<file path="config.mk">
export PLATFORM = sky130hd
export DESIGN_NAME = uart_baud_clock_frame
export DESIGN_NICKNAME = d
export VERILOG_FILES = /design/src/core/uart_frame_pkg.sv /design/src/core/uart_baud_clock_frame.sv /design/src/core/baud_down_counter.sv
export SDC_FILE = /design/constraint.sdc
export NUM_CORES = 1
export LEC_CHECK = 0
export ABC_AREA = 1
export BUFFER_PORTS_ARGS = -buffer_cell sky130_fd_sc_hd__buf_2
export CORE_MARGIN = 2
export CORE_UTILIZATION = 59
export CTS_BUF_LIST = sky130_fd_sc_hd__clkbuf_8
export CTS_CLUSTER_DIAMETER = 50
export CTS_CLUSTER_SIZE = 14
export DETAILED_ROUTE_END_ITERATION = 6
export HOLD_SLACK_MARGIN = 0.12
export PLACE_DENSITY = 0.82
export SLEW_MARGIN = 25
export SYNTH_ARGS = -nofsm -noshare
export SYNTH_HDL_FRONTEND = slang
export SYNTH_SLANG_ARGS = --single-unit
</file>
<file path="constraint.sdc">
create_clock -name aclk -period 3.1 [get_ports aclk]
set_input_delay 0.31 -clock aclk [delete_from_list [all_inputs] [get_ports aclk]]
set_output_delay 0.31 -clock aclk [all_outputs]
set_load 0.02 [all_outputs]
</file>
<file path="src/core/uart_frame_pkg.sv">
// package: offsets, field positions, reset values and types of the serial block
package uart_frame_pkg;

  // ----------------------------------------------------------------
  // register offsets (byte addresses)
  // ----------------------------------------------------------------
  localparam int unsigned   ADDR_W        = 5;
  localparam logic [4:0]    OFF_DATA      = 5'h00;
  localparam logic [4:0]    OFF_CTRL_A    = 5'h04;
  localparam logic [4:0]    OFF_CTRL_B    = 5'h08;
  localparam logic [4:0]    OFF_BAUD_LOW  = 5'h0c;
  localparam logic [4:0]    OFF_SHARED    = 5'h10;

  // ----------------------------------------------------------------
  // field positions
  // ----------------------------------------------------------------
  localparam int unsigned   A_RXC         = 7;
  localparam int unsigned   A_TXC         = 6;
  localparam int unsigned   A_FE          = 4;
  localparam int unsigned   A_PE          = 2;
  localparam int unsigned   A_DBL         = 1;
  localparam int unsigned   B_DIR         = 5;
  localparam int unsigned   B_RXEN        = 4;
  localparam int unsigned   B_TXEN        = 3;
  localparam int unsigned   B_CSZ2        = 2;
  localparam int unsigned   B_RX9         = 1;
  localparam int unsigned   B_TX9         = 0;
  localparam int unsigned   C_SEL         = 7;
  localparam int unsigned   C_SYNC        = 6;
  localparam int unsigned   C_PAR         = 4;
  localparam int unsigned   C_STOP        = 3;
  localparam int unsigned   C_CSZ         = 1;
  localparam int unsigned   C_POL         = 0;
  localparam int unsigned   DIV_W         = 12;

  // ----------------------------------------------------------------
  // reset values and counts
  // ----------------------------------------------------------------
  localparam logic [2:0]    RST_CSZ       = 3'h3;
  localparam logic [11:0]   RST_DIV       = 12'h000;
  localparam logic [3:0]    OVS_LAST_NORM = 4'hf;
  localparam logic [3:0]    OVS_LAST_DBL  = 4'h7;
  localparam logic [3:0]    MID_NORM      = 4'h8;
  localparam logic [3:0]    MID_DBL       = 4'h4;
  localparam logic [1:0]    RESP_OKAY     = 2'h0;
  localparam logic [1:0]    RESP_SLVERR   = 2'h2;

  // ----------------------------------------------------------------
  // types
  // ----------------------------------------------------------------
  typedef struct packed {
    logic       sync;
    logic       master;
    logic       polarity;
    logic [1:0] parity_mode;
    logic       stop2;
    logic [2:0] char_size;
    logic       double_rate;
  } fmt_t;

  typedef enum logic [1:0] {TX_IDLE = 2'b01, TX_BUSY = 2'b10} tx_state_t;
  typedef enum logic [1:0] {RX_IDLE = 2'b01, RX_BUSY = 2'b10} rx_state_t;

endpackage

</file>
<file path="src/core/uart_baud_clock_frame.sv">
// module: baud generator, transfer clock logic and frame engine with AXI4-Lite registers
//
// The register addresses and register access over AXI4-Lite were decided locally.
`timescale 1ns/1ps
module uart_baud_clock_frame (
  input  wire logic        aclk,
  input  wire logic        aresetn,
  input  wire logic [4:0]  awaddr,
  input  wire logic        awvalid,
  output logic             awready,
  input  wire logic [31:0] wdata,
  input  wire logic [3:0]  wstrb,
  input  wire logic        wvalid,
  output logic             wready,
  output logic [1:0]       bresp,
  output logic             bvalid,
  input  wire logic        bready,
  input  wire logic [4:0]  araddr,
  input  wire logic        arvalid,
  output logic             arready,
  output logic [31:0]      rdata,
  output logic [1:0]       rresp,
  output logic             rvalid,
  input  wire logic        rready,
  input  wire logic        rxd,
  output logic             txd,
  input  wire logic        xck_in,
  output logic             xck_out,
  output logic             xck_oe_n
);

  // ----------------------------------------------------------------
  // declarations
  // ----------------------------------------------------------------
  uart_frame_pkg::fmt_t      fmt_q, fmt_d;
  uart_frame_pkg::tx_state_t tx_st_q, tx_st_d;
  uart_frame_pkg::rx_state_t rx_st_q, rx_st_d;
  logic        aw_held_q, aw_held_d, w_held_q, w_held_d;
  logic [4:0]  awaddr_q, awaddr_d;
  logic [7:0]  wbyte_q, wbyte_d;
  logic        wlane_q, wlane_d;
  logic        awready_q, awready_d, wready_q, wready_d;
  logic        bvalid_q, bvalid_d, arready_q, arready_d, rvalid_q, rvalid_d;
  logic [1:0]  bresp_q, bresp_d, rresp_q, rresp_d;
  logic [31:0] rdata_q, rdata_d;
  logic        txen_q, txen_d, rxen_q, rxen_d, tx9_q, tx9_d;
  logic        txc_q, txc_d, rxc_q, rxc_d;
  logic [11:0] div_q, div_d;
  logic        wr_go, reload, tx_start, tx_done, rx_done, tick;
  logic [7:0]  rbyte;
  logic        rxd_s1_q, rxd_s2_q, xck_s1_q, xck_s2_q, xck_s3_q, xck_q;
  logic        xck_d, xck_oe_n_d;
  logic [3:0]  tx_ph_q, tx_ph_d;
  logic        master, rise, fall, chg_edge, smp_edge, tx_bit_en;
  logic [3:0]  ovs_last, mid, n_bits;
  logic        par_en, par_odd;
  logic [8:0]  tx_word, mask;
  logic [12:0] frame, frame_q, frame_d;
  logic [3:0]  total, tx_cnt_q, tx_cnt_d;
  logic        txd_q, txd_d;
  logic [3:0]  rx_ph_q, rx_ph_d, rx_idx_q, rx_idx_d;
  logic [8:0]  rx_sh_q, rx_sh_d, rx_data_q, rx_data_d;
  logic        rx_par_q, rx_par_d, fe_q, fe_d, pe_q, pe_d, samp;

  // ----------------------------------------------------------------
  // shared frame format decode
  // ----------------------------------------------------------------
  always_comb begin
    case (fmt_q.char_size)
      3'h0:    n_bits = 4'h5;
      3'h1:    n_bits = 4'h6;
      3'h2:    n_bits = 4'h7;
      3'h7:    n_bits = 4'h9;
      default: n_bits = 4'h8;
    endcase
    par_en  = fmt_q.parity_mode[1];
    par_odd = fmt_q.parity_mode[0];
    for (int i = 0; i < 9; i++) begin
      mask[i] = (4'(i) < n_bits);
    end
  end

  // ----------------------------------------------------------------
  // register bus and control registers
  // ----------------------------------------------------------------
  always_comb begin
    aw_held_d = aw_held_q;
    w_held_d  = w_held_q;
    awaddr_d  = awaddr_q;
    wbyte_d   = wbyte_q;
    wlane_d   = wlane_q;
    bvalid_d  = bvalid_q;
    bresp_d   = bresp_q;
    arready_d = arready_q;
    rvalid_d  = rvalid_q;
    rresp_d   = rresp_q;
    rdata_d   = rdata_q;
    fmt_d     = fmt_q;
    txen_d    = txen_q;
    rxen_d    = rxen_q;
    tx9_d     = tx9_q;
    div_d     = div_q;
    txc_d     = txc_q;
    rxc_d     = rxc_q;
    reload    = 1'b0;
    tx_start  = 1'b0;
    if (awvalid && awready_q) begin
      aw_held_d = 1'b1;
      awaddr_d  = awaddr;
    end
    if (wvalid && wready_q) begin
      w_held_d = 1'b1;
      wbyte_d  = wdata[7:0];
      wlane_d  = wstrb[0];
    end
    wr_go = aw_held_q && w_held_q && !bvalid_q;
    if (wr_go) begin
      aw_held_d = 1'b0;
      w_held_d  = 1'b0;
      bvalid_d  = 1'b1;
      bresp_d   = uart_frame_pkg::RESP_OKAY;
      case (awaddr_q)
        uart_frame_pkg::OFF_DATA: begin
          tx_start = wlane_q && txen_q && (tx_st_q == uart_frame_pkg::TX_IDLE);
        end
        uart_frame_pkg::OFF_CTRL_A: begin
          if (wlane_q) begin
            fmt_d.double_rate = wbyte_q[uart_frame_pkg::A_DBL];
            if (wbyte_q[uart_frame_pkg::A_TXC]) begin
              txc_d = 1'b0;
            end
          end
        end
        uart_frame_pkg::OFF_CTRL_B: begin
          if (wlane_q) begin
            fmt_d.master       = wbyte_q[uart_frame_pkg::B_DIR];
            rxen_d             = wbyte_q[uart_frame_pkg::B_RXEN];
            txen_d             = wbyte_q[uart_frame_pkg::B_TXEN];
            fmt_d.char_size[2] = wbyte_q[uart_frame_pkg::B_CSZ2];
            tx9_d              = wbyte_q[uart_frame_pkg::B_TX9];
          end
        end
        uart_frame_pkg::OFF_BAUD_LOW: begin
          if (wlane_q) begin
            div_d[7:0] = wbyte_q;
            reload     = 1'b1;
          end
        end
        uart_frame_pkg::OFF_SHARED: begin
          if (wlane_q && wbyte_q[uart_frame_pkg::C_SEL]) begin
            fmt_d.sync          = wbyte_q[uart_frame_pkg::C_SYNC];
            fmt_d.parity_mode   = wbyte_q[uart_frame_pkg::C_PAR +: 2];
            fmt_d.stop2         = wbyte_q[uart_frame_pkg::C_STOP];
            fmt_d.char_size[1:0] = wbyte_q[uart_frame_pkg::C_CSZ +: 2];
            fmt_d.polarity      = wbyte_q[uart_frame_pkg::C_POL];
          end else if (wlane_q) begin
            div_d[11:8] = wbyte_q[3:0];
          end
        end
        default: bresp_d = uart_frame_pkg::RESP_SLVERR;
      endcase
    end
    if (bvalid_q && bready) begin
      bvalid_d = 1'b0;
    end
    rbyte = 8'h00;
    if (arvalid && arready_q) begin
      arready_d = 1'b0;
      rvalid_d  = 1'b1;
      rresp_d   = uart_frame_pkg::RESP_OKAY;
      case (araddr)
        uart_frame_pkg::OFF_DATA: begin
          rbyte = rx_data_q[7:0];
          rxc_d = 1'b0;
        end
        uart_frame_pkg::OFF_CTRL_A: begin
          rbyte[uart_frame_pkg::A_RXC] = rxc_q;
          rbyte[uart_frame_pkg::A_TXC] = txc_q;
          rbyte[uart_frame_pkg::A_FE]  = fe_q;
          rbyte[uart_frame_pkg::A_PE]  = pe_q;
          rbyte[uart_frame_pkg::A_DBL] = fmt_q.double_rate;
        end
        uart_frame_pkg::OFF_CTRL_B: begin
          rbyte[uart_frame_pkg::B_DIR]  = fmt_q.master;
          rbyte[uart_frame_pkg::B_RXEN] = rxen_q;
          rbyte[uart_frame_pkg::B_TXEN] = txen_q;
          rbyte[uart_frame_pkg::B_CSZ2] = fmt_q.char_size[2];
          rbyte[uart_frame_pkg::B_RX9]  = rx_data_q[8];
          rbyte[uart_frame_pkg::B_TX9]  = tx9_q;
        end
        uart_frame_pkg::OFF_BAUD_LOW: rbyte = div_q[7:0];
        uart_frame_pkg::OFF_SHARED: begin
          rbyte[uart_frame_pkg::C_SEL]       = 1'b1;
          rbyte[uart_frame_pkg::C_SYNC]      = fmt_q.sync;
          rbyte[uart_frame_pkg::C_PAR +: 2]  = fmt_q.parity_mode;
          rbyte[uart_frame_pkg::C_STOP]      = fmt_q.stop2;
          rbyte[uart_frame_pkg::C_CSZ +: 2]  = fmt_q.char_size[1:0];
          rbyte[uart_frame_pkg::C_POL]       = fmt_q.polarity;
        end
        default: rresp_d = uart_frame_pkg::RESP_SLVERR;
      endcase
      rdata_d = {24'h000000, rbyte};
    end
    if (rvalid_q && rready) begin
      rvalid_d  = 1'b0;
      arready_d = 1'b1;
    end
    // hardware set wins over software clear
    if (tx_done) begin
      txc_d = 1'b1;
    end
    if (rx_done) begin
      rxc_d = 1'b1;
    end
    awready_d = !aw_held_d && !bvalid_d;
    wready_d  = !w_held_d && !bvalid_d;
  end

  always_ff @(posedge aclk) begin
    if (!aresetn) begin
      aw_held_q <= 1'b0;
      w_held_q  <= 1'b0;
      awaddr_q  <= 5'h00;
      wbyte_q   <= 8'h00;
      wlane_q   <= 1'b0;
      awready_q <= 1'b0;
      wready_q  <= 1'b0;
      bvalid_q  <= 1'b0;
      bresp_q   <= uart_frame_pkg::RESP_OKAY;
      arready_q <= 1'b1;
      rvalid_q  <= 1'b0;
      rresp_q   <= uart_frame_pkg::RESP_OKAY;
      rdata_q   <= 32'h00000000;
      fmt_q     <= '{char_size: uart_frame_pkg::RST_CSZ, default: 1'b0};
      txen_q    <= 1'b0;
      rxen_q    <= 1'b0;
      tx9_q     <= 1'b0;
      div_q     <= uart_frame_pkg::RST_DIV;
      txc_q     <= 1'b0;
      rxc_q     <= 1'b0;
    end else begin
      aw_held_q <= aw_held_d;
      w_held_q  <= w_held_d;
      awaddr_q  <= awaddr_d;
      wbyte_q   <= wbyte_d;
      wlane_q   <= wlane_d;
      awready_q <= awready_d;
      wready_q  <= wready_d;
      bvalid_q  <= bvalid_d;
      bresp_q   <= bresp_d;
      arready_q <= arready_d;
      rvalid_q  <= rvalid_d;
      rresp_q   <= rresp_d;
      rdata_q   <= rdata_d;
      fmt_q     <= fmt_d;
      txen_q    <= txen_d;
      rxen_q    <= rxen_d;
      tx9_q     <= tx9_d;
      div_q     <= div_d;
      txc_q     <= txc_d;
      rxc_q     <= rxc_d;
    end
  end

  // ----------------------------------------------------------------
  // baud tick, transfer clock and bit enables
  // ----------------------------------------------------------------
  baud_down_counter u_baud (
    .aclk    (aclk),
    .aresetn (aresetn),
    .divisor (div_q),
    .reload  (reload),
    .tick    (tick)
  );

  always_comb begin
    master   = fmt_q.sync && fmt_q.master;
    ovs_last = fmt_q.double_rate ? uart_frame_pkg::OVS_LAST_DBL
                                 : uart_frame_pkg::OVS_LAST_NORM;
    mid      = fmt_q.double_rate ? uart_frame_pkg::MID_DBL : uart_frame_pkg::MID_NORM;
    if (master) begin
      rise = tick && !xck_q;
      fall = tick && xck_q;
    end else begin
      rise = xck_s2_q && !xck_s3_q;
      fall = !xck_s2_q && xck_s3_q;
    end
    chg_edge   = fmt_q.sync && (fmt_q.polarity ? fall : rise);
    smp_edge   = fmt_q.sync && (fmt_q.polarity ? rise : fall);
    xck_d      = master ? (xck_q ^ tick) : 1'b0;
    xck_oe_n_d = !master;
    tx_ph_d    = tx_ph_q;
    if (tick) begin
      tx_ph_d = (tx_ph_q >= ovs_last) ? 4'h0 : tx_ph_q + 4'h1;
    end
    tx_bit_en = fmt_q.sync ? chg_edge : (tick && tx_ph_q >= ovs_last);
  end

  always_ff @(posedge aclk) begin
    if (!aresetn) begin
      rxd_s1_q <= 1'b1;
      rxd_s2_q <= 1'b1;
      xck_s1_q <= 1'b0;
      xck_s2_q <= 1'b0;
      xck_s3_q <= 1'b0;
      xck_q    <= 1'b0;
      xck_oe_n <= 1'b1;
      tx_ph_q  <= 4'h0;
    end else begin
      rxd_s1_q <= rxd;
      rxd_s2_q <= rxd_s1_q;
      xck_s1_q <= xck_in;
      xck_s2_q <= xck_s1_q;
      xck_s3_q <= xck_s2_q;
      xck_q    <= xck_d;
      xck_oe_n <= xck_oe_n_d;
      tx_ph_q  <= tx_ph_d;
    end
  end

  // ----------------------------------------------------------------
  // transmitter
  // ----------------------------------------------------------------
  always_comb begin
    tx_word = {tx9_q, wbyte_q};
    frame   = 13'h1fff;
    frame[0] = 1'b0;
    for (int i = 0; i < 9; i++) begin
      if (mask[i]) begin
        frame[i + 1] = tx_word[i];
      end
    end
    if (par_en) begin
      frame[n_bits + 4'h1] = ^(tx_word & mask) ^ par_odd;
    end
    total    = n_bits + 4'(par_en) + 4'(fmt_q.stop2) + 4'h2;
    tx_st_d  = tx_st_q;
    frame_d  = frame_q;
    tx_cnt_d = tx_cnt_q;
    txd_d    = txd_q;
    tx_done  = 1'b0;
    case (tx_st_q)
      uart_frame_pkg::TX_IDLE: begin
        if (tx_start) begin
          frame_d  = frame;
          tx_cnt_d = total;
          tx_st_d  = uart_frame_pkg::TX_BUSY;
        end
      end
      uart_frame_pkg::TX_BUSY: begin
        if (tx_bit_en && tx_cnt_q != 4'h0) begin
          txd_d    = frame_q[0];
          frame_d  = {1'b1, frame_q[12:1]};
          tx_cnt_d = tx_cnt_q - 4'h1;
        end else if (tx_bit_en) begin
          tx_st_d = uart_frame_pkg::TX_IDLE;
          tx_done = 1'b1;
        end
      end
      default: tx_st_d = uart_frame_pkg::TX_IDLE;
    endcase
    if (!txen_q) begin
      tx_st_d = uart_frame_pkg::TX_IDLE;
      txd_d   = 1'b1;
    end
  end

  always_ff @(posedge aclk) begin
    if (!aresetn) begin
      tx_st_q  <= uart_frame_pkg::TX_IDLE;
      frame_q  <= 13'h1fff;
      tx_cnt_q <= 4'h0;
      txd_q    <= 1'b1;
    end else begin
      tx_st_q  <= tx_st_d;
      frame_q  <= frame_d;
      tx_cnt_q <= tx_cnt_d;
      txd_q    <= txd_d;
    end
  end

  // ----------------------------------------------------------------
  // receiver
  // ----------------------------------------------------------------
  always_comb begin
    rx_st_d   = rx_st_q;
    rx_ph_d   = rx_ph_q;
    rx_idx_d  = rx_idx_q;
    rx_sh_d   = rx_sh_q;
    rx_par_d  = rx_par_q;
    rx_data_d = rx_data_q;
    fe_d      = fe_q;
    pe_d      = pe_q;
    rx_done   = 1'b0;
    samp      = fmt_q.sync ? smp_edge : (tick && rx_ph_q == mid);
    if (tick) begin
      rx_ph_d = (rx_ph_q >= ovs_last) ? 4'h0 : rx_ph_q + 4'h1;
    end
    case (rx_st_q)
      uart_frame_pkg::RX_IDLE: begin
        if (!rxd_s2_q && fmt_q.sync && smp_edge) begin
          rx_st_d  = uart_frame_pkg::RX_BUSY;
          rx_idx_d = 4'h1;
          rx_sh_d  = 9'h000;
        end else if (!rxd_s2_q && !fmt_q.sync && tick) begin
          rx_st_d  = uart_frame_pkg::RX_BUSY;
          rx_ph_d  = 4'h1;
          rx_idx_d = 4'h0;
          rx_sh_d  = 9'h000;
        end
      end
      uart_frame_pkg::RX_BUSY: begin
        if (samp && rx_idx_q == 4'h0) begin
          rx_idx_d = 4'h1;
          if (rxd_s2_q) begin
            rx_st_d = uart_frame_pkg::RX_IDLE;
          end
        end else if (samp && rx_idx_q <= n_bits) begin
          rx_sh_d[rx_idx_q - 4'h1] = rxd_s2_q;
          rx_idx_d = rx_idx_q + 4'h1;
        end else if (samp && par_en && rx_idx_q == n_bits + 4'h1) begin
          rx_par_d = rxd_s2_q;
          rx_idx_d = rx_idx_q + 4'h1;
        end else if (samp) begin
          rx_data_d = rx_sh_q;
          fe_d      = !rxd_s2_q;
          pe_d      = par_en && ((^rx_sh_q) ^ par_odd ^ rx_par_q);
          rx_done   = 1'b1;
          rx_st_d   = uart_frame_pkg::RX_IDLE;
        end
      end
      default: rx_st_d = uart_frame_pkg::RX_IDLE;
    endcase
    if (!rxen_q) begin
      rx_st_d = uart_frame_pkg::RX_IDLE;
    end
  end

  always_ff @(posedge aclk) begin
    if (!aresetn) begin
      rx_st_q   <= uart_frame_pkg::RX_IDLE;
      rx_ph_q   <= 4'h0;
      rx_idx_q  <= 4'h0;
      rx_sh_q   <= 9'h000;
      rx_par_q  <= 1'b0;
      rx_data_q <= 9'h000;
      fe_q      <= 1'b0;
      pe_q      <= 1'b0;
    end else begin
      rx_st_q   <= rx_st_d;
      rx_ph_q   <= rx_ph_d;
      rx_idx_q  <= rx_idx_d;
      rx_sh_q   <= rx_sh_d;
      rx_par_q  <= rx_par_d;
      rx_data_q <= rx_data_d;
      fe_q      <= fe_d;
      pe_q      <= pe_d;
    end
  end

  assign awready = awready_q;
  assign wready  = wready_q;
  assign bvalid  = bvalid_q;
  assign bresp   = bresp_q;
  assign arready = arready_q;
  assign rvalid  = rvalid_q;
  assign rresp   = rresp_q;
  assign rdata   = rdata_q;
  assign txd     = txd_q;
  assign xck_out = xck_q;

endmodule

</file>
<file path="src/core/baud_down_counter.sv">
// module: programmable baud down-counter giving a one-cycle tick
`timescale 1ns/1ps
module baud_down_counter (
  input  wire logic        aclk,
  input  wire logic        aresetn,
  input  wire logic [11:0] divisor,
  input  wire logic        reload,
  output logic             tick
);

  logic [11:0] cnt_q;
  logic [11:0] cnt_d;
  logic        tick_q;
  logic        tick_d;

  // ----------------------------------------------------------------
  // count down, reload at zero or on low byte write
  // ----------------------------------------------------------------
  always_comb begin
    cnt_d  = cnt_q - 12'h001;
    tick_d = 1'b0;
    if (reload) begin
      cnt_d = divisor;
    end else if (cnt_q == 12'h000) begin
      cnt_d  = divisor;
      tick_d = 1'b1;
    end
  end

  always_ff @(posedge aclk) begin
    if (!aresetn) begin
      cnt_q  <= uart_frame_pkg::RST_DIV;
      tick_q <= 1'b0;
    end else begin
      cnt_q  <= cnt_d;
      tick_q <= tick_d;
    end
  end

  assign tick = tick_q;

endmodule

</file>
==> flow_summary_export.csv, run 1 <==
group,metric,value,unit
clock_tree,clockBufferDepth,2,
final_layout,final_cell_count_no_fill,1158,
synth,synth_top_family_by_area,"simple AND/OR/NAND/NOR gates",
placed_design,dpl.hpwl,10.9,mm
final_layout,syn2layout_area_growth,10.3,%
critical_path,setup.worst_path.class,"flip-flop to flip-flop",
run,maxCapViolCount,0,
synth,synth-main-ff-cell,"dfxtp_1",
grt,grt_max_degree,47,
floorplanning,chipWidth,111,µm
synth,yosys-top-cells-count,"nand2_1, dfxtp_1, nor2_1",
sta,min_period_over_period,83.2,%
grt,antenna_found_initial,0,
hold_path,hp-start,"wvalid",
placed_design,placed_area,7040,µm²
critical_path,slowest_stage,"dfxtp_1",
synth,synth_edf_count,0,
synth,ys_seq_area_share,39.1,%
synth,yosysMostFrequentCell,"nand2_1",
placed_design,numPlacedInstances,1121,
floorplanning,die_h,111,µm
synth,ys_ff_latch,133,
clock_tree,cts_tree,"yes",
floorplanning,ios,99,
final_layout,drive_gt1_share,11.2,%
synth,synth_top_area_share,39.1,%
clock_tree,clk_pin_slew,80,ps
detailed_routing,avgViaCountPerCell,5.31,
detailed_routing,met1Wirelength,7.04,mm
detailed_routing,num_vias,6147,
floorplanning,initial_core_util,60.0,%
clock_tree,clock_latency,450,ps
final_layout,fin_util,66.1,%
grt,grtUsageTotal,25.5,%
run_status,status,"complete, no violations",
critical_path,reg2reg_to,"rx_idx_q[1]",
synth,netlist_area,6820,µm²
sta,finalCriticalPeriod,2580,ps
sta,max_freq,0.388,GHz
grt,grt_overflow,0,
detailed_routing,wirelength,15.4,mm
detailed_routing,route.met3.wl,935,µm
sta,setup_slack,519,ps
clock_tree,cts_resized,0,
detailed_routing,route.met2.wl,7.09,mm
synth,muxShareOfSynthArea,0,%
synth,synth_xor_area_share,3.47,%
pwr,power.density,545,nW/µm²
floorplanning,std_cell_rows,39,
detailed_routing,top_layer,"met4",
sta,rsz0062_at_grt,"no",
placed_design,pre_cts_slack,592,ps
sta,worst_pin_slew,746,ps
synth,synth.distinct_cells,44,
floorplanning,core,11400,µm²
floorplanning,die_area,12400,µm²
final_layout,nFillCells,1014,
clock_tree,cts.sinks,133,
synth,synth_cells,957,
clock_tree,cts_root_buf,"clkbuf_8",
clock_tree,cts_inserted_buffers,17,
critical_path,slowest_delay,430,ps
clock_tree,cts_max_level,4,
placed_design,port_buffers,45,
synth,synth_area_leaders,"dfxtp_1, nand2_1, nor2_1, a21oi_1, inv_1",
sta,finClkSkew,9.84,ps
detailed_routing,drt-pass1-iter-count,5,
detailed_routing,antenna_left,0,
hold_path,holdCritPathClass,"input pin to flip-flop",
synth,yosys.area_share.simple,26.0,%
sta,tns,0,ps
critical_path,reg2reg_depth,13,
sta,slew_headroom,50.0,%
grt,first_global_vias,5622,
synth,ys_warn_count,0,
pwr,vdd_ir_drop_max,377,µV
pwr,p_leak,3.39,nW
detailed_routing,routedWlPerCell,13.3,µm
critical_path,crit_required,3480,ps
pwr,power,4.10,mW
synth,avgSynthCellArea,7.12,µm²
placed_design,gp_congestion,0.952,
critical_path,ff2ff_setup_slack,520,ps
critical_path,crit_path_max_fanout,6,
hold_path,whs_endpoint,"w_held_q",
synth,async_reset_ff_share,0,%
critical_path,rr_startpoint,"fmt_q[2]",
grt,grt_pass1_wl,26.0,mm
critical_path,critical_path.cell_chain,"inv_2 -> o21ai_2 -> a21oi_1 -> inv_1 -> ha_1 -> xor2_1 -> nor3_1 -> nand2_1 -> nand2_2 -> nor2_1 -> nor2_1 -> nand3_1 -> a21oi_1",
synth,synth_compound_gate_area_share,16.0,%
sta,hold_violations,0,
sta,finalMaxSlewViolations,0,
detailed_routing,drc,0,
final_layout,diodes,0,
synth,yosysTopAreaCell,"dfxtp_1",
critical_path,start_kind,"flip-flop",
hold_path,whs_path_depth,3,
critical_path,crit_path_end_kind,"flip-flop",
detailed_routing,drt_iter0_drc,555,
critical_path,arrival,2960,ps
synth,synth_adder_area_share,4.70,%
final_layout,fin_area,7520,µm²
sta,whs,146,ps
final_layout,nets,1083,
sta,setup_viol,0,
[logic make-up (layout without fill, tap and decap cells)]
logic type,Yosys count,count (layout)
flops,133,133
other cells,1,26
fa+ha+maj,25,25
simple gates,411,411
buf+inv,162,195
compound gates,198,198
xor+xnor,27,27
[how the worst max path moves through the flow]
stage,start,end,cells after the start
finish,fmt_q[2],rx_idx_q[1],13
global route,fmt_q[2],rx_data_q[1],15
global placement,fmt_q[2],rx_idx_q[1],13
floorplan,fmt_q[2],rx_sh_q[7],18
CTS,fmt_q[2],rx_idx_q[1],13
detailed placement,fmt_q[2],rx_idx_q[1],13
[area by class of cell]
| class | instances | area (µm²) | share of cell area, % |
|---|---|---|---|
| multi-input combinational | 687 | 3520 | 46.8 |
| sequential | 133 | 2660 | 35.4 |
| inverter | 108 | 405 | 5.39 |
| timing repair buffer | 56 | 335 | 4.46 |
| clock buffer | 18 | 248 | 3.29 |
| tap | 143 | 179 | 2.38 |
| clock inverter | 13 | 169 | 2.25 |
[worst max-delay path: cells and delay by family, from the launching register on]
kind,cells,cell delay [ps]
compound gates,3,530
xor+xnor,1,160
fa+ha+maj,1,260
buf+inv,2,230
flops,1,430
simple gates,6,920
[flip-flops by register name, indices dropped and copies added (netlist names), 2 cells and up]
signal,flops
rdata,8
u_baud.cnt_q,12
rx_idx_q,4
awaddr_q,5
rx_ph_q,4
tx_st_q,2
wbyte_q,8
tx_ph_q,4
div_q,12
rx_st_q,2
tx_cnt_q,4
rx_data_q,9
rx_sh_q,9
fmt_q,10
frame_q,13
[cells in the final DEF, fill, tap and decap left out, types with 3 or more instances in the layout]
master / n
a211oi_1: 16
a21oi_1: 85
a31oi_1: 5
buf_2: 45
buf_4: 4
bufinv_16: 4
clkbuf_8: 18
clkinv_1: 3
conb_1: 26
dfxtp_1: 133
dlygate4sd3_1: 6
ha_1: 24
inv_1: 95
inv_2: 15
nand2_1: 193
nand2_2: 6
nand2_4: 3
nand3_1: 47
nand4_1: 11
nor2_1: 114
nor2_2: 4
nor3_1: 15
o2111ai_1: 4
o211ai_1: 4
o21ai_0: 55
o21ai_1: 18
o22ai_1: 3
or2_1: 4
or2_2: 4
xnor2_1: 9
xor2_1: 18
[power breakdown]
group / internal, mW / total [mW] / switching, mW
registers: 1.82 / 1.90 / 0.0777
logic: 0.239 / 0.665 / 0.426
clock network: 0.879 / 1.54 / 0.660
total: 2.94 / 4.10 / 1.16
[layer usage]
metal	track usage, %	up-vias
li1	-	3167
met1	33.9	2779
met2	41.9	173
met3	4.46	28
met4	9.14	0
met5	0	-
[repair_timing]
item / 4_1_cts / 5_1_grt
endpoints found under the hold margin: 6 / 0
hold buffers: 6 / 0
buffers inserted: 0 / 0
No activity file was read; power rests on OpenSTA's default activity.
==> run 2, diff against run 1 <==
clock period = 2.5 ns   (was 3.1 ns; I/O delays follow)
==> run 2 against run 1 <==
Cell count grew 2.4%. Non-clock buffer count up 24. Power grew 33%. Count of clock-buffer cells in the layout is 2 higher. Flip-flop and latch count stayed put. Clock skew decreased by 1.1 ps. Fmax increased by 13%. Largest power group unchanged. Register-to-register slack lost 290 ps. Design area up 4.6%. Wire length increased by 9.6%. Die area stayed put. Sequential share of layout area fell by 1.6 points.
==> flow_summary_export.csv, run 2 (synthesis gave the netlist of run 1 again) <==
group,metric,value,unit
critical_path,ff2ff_setup_slack,220,ps
sta,worst_pin_slew,705,ps
critical_path,crit_path_max_fanout,7,
critical_path,start_kind,"flip-flop",
placed_design,dpl.hpwl,11.3,mm
critical_path,rr_startpoint,"fmt_q[1]",
floorplanning,die_h,111,µm
pwr,power.density,690,nW/µm²
critical_path,crit_required,2840,ps
clock_tree,cts.sinks,133,
sta,setup_slack,225,ps
clock_tree,cts_inserted_buffers,17,
clock_tree,cts_max_level,4,
clock_tree,clock_latency,450,ps
clock_tree,clk_pin_slew,80,ps
sta,rsz0062_at_grt,"no",
final_layout,largest_reg_flops,13,
hold_path,hp-start,"awvalid",
critical_path,setup.worst_path.class,"flip-flop to flip-flop",
floorplanning,initial_core_util,60.0,%
final_layout,final_common_cell,"nand2_1",
sta,min_period_over_period,91.0,%
grt,grt_pass1_wl,27.0,mm
hold_path,whs_endpoint,"awaddr_q[2]",
sta,max_freq,0.440,GHz
grt,grt_max_degree,52,
grt,grtUsageTotal,26.8,%
placed_design,gp_congestion,0.913,
critical_path,reg2reg_depth,13,
floorplanning,ios,99,
final_layout,layout_common_cells,"nand2_1, dfxtp_1, nor2_1, inv_1, a21oi_1",
floorplanning,core,11400,µm²
placed_design,pre_cts_slack,120,ps
clock_tree,post_cts_buffers,0,
final_layout,nets,1110,
hold_path,holdCritPathClass,"input pin to flip-flop",
clock_tree,clockBufferDepth,2,
grt,first_global_vias,5744,
sta,finalCriticalPeriod,2280,ps
detailed_routing,routedWlPerCell,14.2,µm
final_layout,fin_util,69.2,%
detailed_routing,wirelength,16.8,mm
floorplanning,die_area,12400,µm²
floorplanning,std_cell_rows,39,
detailed_routing,num_vias,6481,
pwr,vdd_ir_drop_max,556,µV
detailed_routing,drc,0,
sta,tns,0,ps
pwr,p_leak,3.53,nW
critical_path,arrival,2610,ps
detailed_routing,antenna_left,0,
run_status,status,"complete, no violations",
run,maxCapViolCount,0,
clock_tree,cts_root_buf,"clkbuf_8",
sta,finalMaxSlewViolations,0,
final_layout,nFillCells,945,
pwr,power,5.43,mW
final_layout,diodes,0,
critical_path,reg2reg_to,"rx_data_q[8]",
hold_path,whs_path_depth,3,
final_layout,syn2layout_area_growth,15.4,%
sta,finClkSkew,8.71,ps
sta,setup_viol,0,
final_layout,reg_top3,"frame_q x13, div_q x12, u_baud.cnt_q x12",
detailed_routing,drt-pass1-iter-count,5,
detailed_routing,avgViaCountPerCell,5.46,
sta,slew_headroom,52.7,%
critical_path,crit_path_end_kind,"flip-flop",
detailed_routing,drt_iter0_drc,559,
final_layout,top_register,"frame_q",
final_layout,drive_gt1_share,13.2,%
clock_tree,cts_tree,"yes",
sta,hold_violations,0,
grt,grt_overflow,0,
grt,antenna_found_initial,0,
placed_design,port_buffers,45,
floorplanning,chipWidth,111,µm
-- run 2: cell count changes in the layout (fill, tap and decap cells not counted), sizes merged, moves of 3 or more --
cell / change
buf: +10
inv: -5
nor2: +3
dlygate4sd3: +14
clkinvlp: +3
-- run 2: worst max path at each step --
stage	start	end	slack (ps)	cells after the start
3_3_place_gp	fmt_q[2]	rx_idx_q[1]	160	12
2_1_floorplan	fmt_q[2]	rx_sh_q[7]	280	18
4_1_cts	fmt_q[2]	rx_idx_q[1]	80	12
5_1_grt	fmt_q[1]	rx_sh_q[0]	30	16
6_report	fmt_q[1]	rx_data_q[8]	220	13
3_5_place_dp	fmt_q[2]	rx_idx_q[1]	120	12
-- run 2: layer usage --
| metal | share of wire, % | up-vias | GRT usage (%) |
|---|---|---|---|
| li1 | - | 3231 | - |
| met1 | 43 | 2975 | 33.7 |
| met2 | 48 | 238 | 45.0 |
| met3 | 6.5 | 37 | 5.99 |
| met4 | 2.4 | 0 | 10.4 |
| met5 | 0 | - | 0 |
-- run 2: cell type report --
class | count | area [µm²] | share of cell area [%]
Multi-Input combinational cell | 690 | 3570 | 45.4
Tap cell | 143 | 179 | 2.27
Clock buffer | 20 | 275 | 3.50
Sequential cell | 133 | 2660 | 33.9
Clock inverter | 12 | 224 | 2.85
Inverter | 108 | 405 | 5.15
Timing Repair Buffer | 80 | 551 | 7.00
-- run 2: stage by stage --
stage / hold slack [ps] / instances / area (µm²)
finish: 240 / 1186 / 7870
global route: 263 / 1186 / 7870
CTS: 182 / 1183 / 7820
detailed placement: 400 / 1131 / 7120
global placement: 396 / 1131 / 7120
floorplan: 348 / 982 / 6910
-- run 2: repair_timing --
item / CTS / global route
hold endpoints to repair: 22 / 0
endpoints found under the setup margin: 0 / 26
gates resized for setup: 0 / 7
hold buffers: 20 / 0
-- run 2: worst max-delay path, cell delays in order (launching register included) --
cell     delay (ps)
dfxtp_1         350
inv_2           120
nand2_1         100
nand2_1         140
inv_1           100
ha_1            310
xor2_1          150
nor3_2          230
nand2_1         110
nand2_2         120
nor2_2           80
buf_4           160
o21ai_1         140
nor2_1           60
-- run 2: power by group --
| part | internal, mW | switching (mW) |
|---|---|---|
| combinational | 0.316 | 0.557 |
| sequential | 2.25 | 0.0963 |
| clock | 1.37 | 0.844 |
| total | 3.94 | 1.50 |
==> run 3, diff against run 2 <==
CORE_UTILIZATION = 64   (was 59)
PLACE_DENSITY = 0.88   (was 0.82)
clock period = 2.9 ns   (was 2.5 ns; I/O delays follow)
==> run 3 against run 2 <==
Power shrank 21%. Cell count shrank 2.4%. Setup slack gained 150 ps. Count of clock-buffer cells in the layout shrank 3. Clock power shrank 29%. Clock skew is essentially flat. Register-to-register slack gained 150 ps. Critical endpoint is now rx_idx_q[1]. Largest cell class unchanged. Highest routed layer unchanged.
==> flow_summary_export.csv, run 3 (synthesis gave the netlist of run 1 again) <==
group,metric,value,unit
run_status,status,"complete, no violations",
clock_tree,cts_tree,"yes",
floorplanning,ios,99,
grt,grtUsageTotal,29.6,%
final_layout,multi_input_area,3520,µm²
final_layout,nFillCells,840,
critical_path,reg2reg_to,"rx_idx_q[1]",
detailed_routing,antenna_left,0,
clock_tree,clk_pin_slew,70,ps
grt,antenna_found_initial,0,
clock_tree,cts_inserted_buffers,17,
detailed_routing,top_layer,"met4",
critical_path,crit_required,3270,ps
detailed_routing,wirelength,16.2,mm
placed_design,port_buffers,45,
clock_tree,cts_resized,0,
critical_path,reg2reg_depth,13,
placed_design,dpl.hpwl,11.2,mm
hold_path,whs_path_depth,3,
final_layout,reg_top3,"frame_q x13, div_q x12, u_baud.cnt_q x12",
final_layout,ff_latch_area,2660,µm²
pwr,p_leak,3.39,nW
clock_tree,cts.sinks,133,
floorplanning,chipWidth,107,µm
grt,grt_max_degree,67,
sta,min_period_over_period,87.0,%
critical_path,ff2ff_setup_slack,380,ps
detailed_routing,drt-pass1-iter-count,7,
detailed_routing,met1Wirelength,7.03,mm
clock_tree,clockBufferDepth,2,
hold_path,whs_endpoint,"wbyte_q[0]",
detailed_routing,route.met3.wl,973,µm
floorplanning,die_area,11500,µm²
detailed_routing,routedWlPerCell,14.0,µm
final_layout,diodes,0,
clock_tree,cts_max_level,4,
clock_tree,clock_latency,440,ps
sta,setup_viol,0,
grt,first_global_vias,5871,
sta,whs,154,ps
critical_path,arrival,2890,ps
floorplanning,die_h,107,µm
floorplanning,core,10300,µm²
sta,finalMaxSlewViolations,0,
run,maxCapViolCount,0,
pwr,power.density,571,nW/µm²
sta,rsz0062_at_grt,"no",
detailed_routing,avgViaCountPerCell,5.49,
grt,grt_overflow,0,
detailed_routing,drt_iter0_drc,466,
sta,slew_headroom,53.2,%
final_layout,top_register,"frame_q",
clock_tree,cts_root_buf,"clkbuf_8",
detailed_routing,drc,0,
floorplanning,initial_core_util,66.0,%
final_layout,largest_reg_flops,13,
sta,hold_violations,0,
placed_design,gp_congestion,0.976,
final_layout,layout_common_cells,"nand2_1, dfxtp_1, nor2_1, inv_1, a21oi_1",
critical_path,crit_path_end_kind,"flip-flop",
critical_path,crit_path_max_fanout,6,
hold_path,holdCritPathClass,"input pin to flip-flop",
sta,finalCriticalPeriod,2520,ps
grt,grt_pass1_wl,26.8,mm
critical_path,start_kind,"flip-flop",
floorplanning,std_cell_rows,37,
detailed_routing,num_vias,6360,
sta,tns,0,ps
detailed_routing,route.met2.wl,7.70,mm
final_layout,drive_gt1_share,11.7,%
final_layout,nets,1089,
sta,finClkSkew,8.57,ps
sta,max_freq,0.396,GHz
final_layout,final_common_cell,"nand2_1",
final_layout,syn2layout_area_growth,10.6,%
hold_path,hp-start,"wdata[0]",
critical_path,setup.worst_path.class,"flip-flop to flip-flop",
critical_path,rr_startpoint,"fmt_q[2]",
sta,worst_pin_slew,698,ps
pwr,vdd_ir_drop_max,330,µV
[run 3: routing by layer]
metal | global-route usage, % | vias to the layer above
met5 | 0 | -
met4 | 13.9 | 0
met3 | 6.08 | 45
met2 | 49.3 | 245
met1 | 36.4 | 2891
li1 | - | 3179
[run 3: area by class of cell]
cell class / count / area share (%)
inverter: 108 / 5.38
timing repair buffer: 62 / 5.01
clock buffer: 17 / 3.10
multi-input combinational: 687 / 46.7
tap: 136 / 2.26
sequential: 133 / 35.3
clock inverter: 15 / 2.21
[run 3: through the flow]
step	setup WS [ps]	util (%)	cells	power (mW)	instance area (µm²)
final	377	73.0	1158	4.31	7540
after global routing	92.9	73.0	1158	4.52	7540
after CTS	388	73.0	1158	4.32	7540
after detailed placement	356	68.2	1116	2.76	7040
after global placement	446	68.2	1116	2.74	7040
after floorplan	685	-	982	2.64	6910
[run 3: repair_timing]
action                                 4_1_cts  5_1_grt
setup buffers                                0        0
hold buffers                                10        0
endpoints found under the hold margin       11        0
[run 3: worst max-delay path by stage]
stage / start / endpoint / slack (ps) / cells after the start
6_report: fmt_q[2] / rx_idx_q[1] / 380 / 13
2_1_floorplan: fmt_q[2] / rx_sh_q[7] / 680 / 18
3_5_place_dp: fmt_q[2] / rx_idx_q[1] / 360 / 13
4_1_cts: fmt_q[2] / rx_idx_q[1] / 390 / 13
3_3_place_gp: fmt_q[2] / rx_idx_q[1] / 450 / 13
5_1_grt: fmt_q[2] / rx_idx_q[1] / 90 / 13
[run 3: critical path, cell delays in order (launching register included)]
cell and delay [ps]:
dfxtp_1 370, inv_2 120, o21ai_2 70, a21oi_1 220, inv_1 170, ha_1 330
xor2_1 150, nor3_1 290, nand2_1 110, nand2_2 110, nor2_1 50, nor2_1 220
nand3_1 110, a21oi_1 140
[run 3: power by group]
group	switching, mW	total, mW	internal (mW)	leakage [nW]
combinational	0.462	0.719	0.257	2.10
clock	0.722	1.56	0.839	0.204
sequential	0.0842	2.03	1.94	1.08
total	1.27	4.31	3.04	3.39
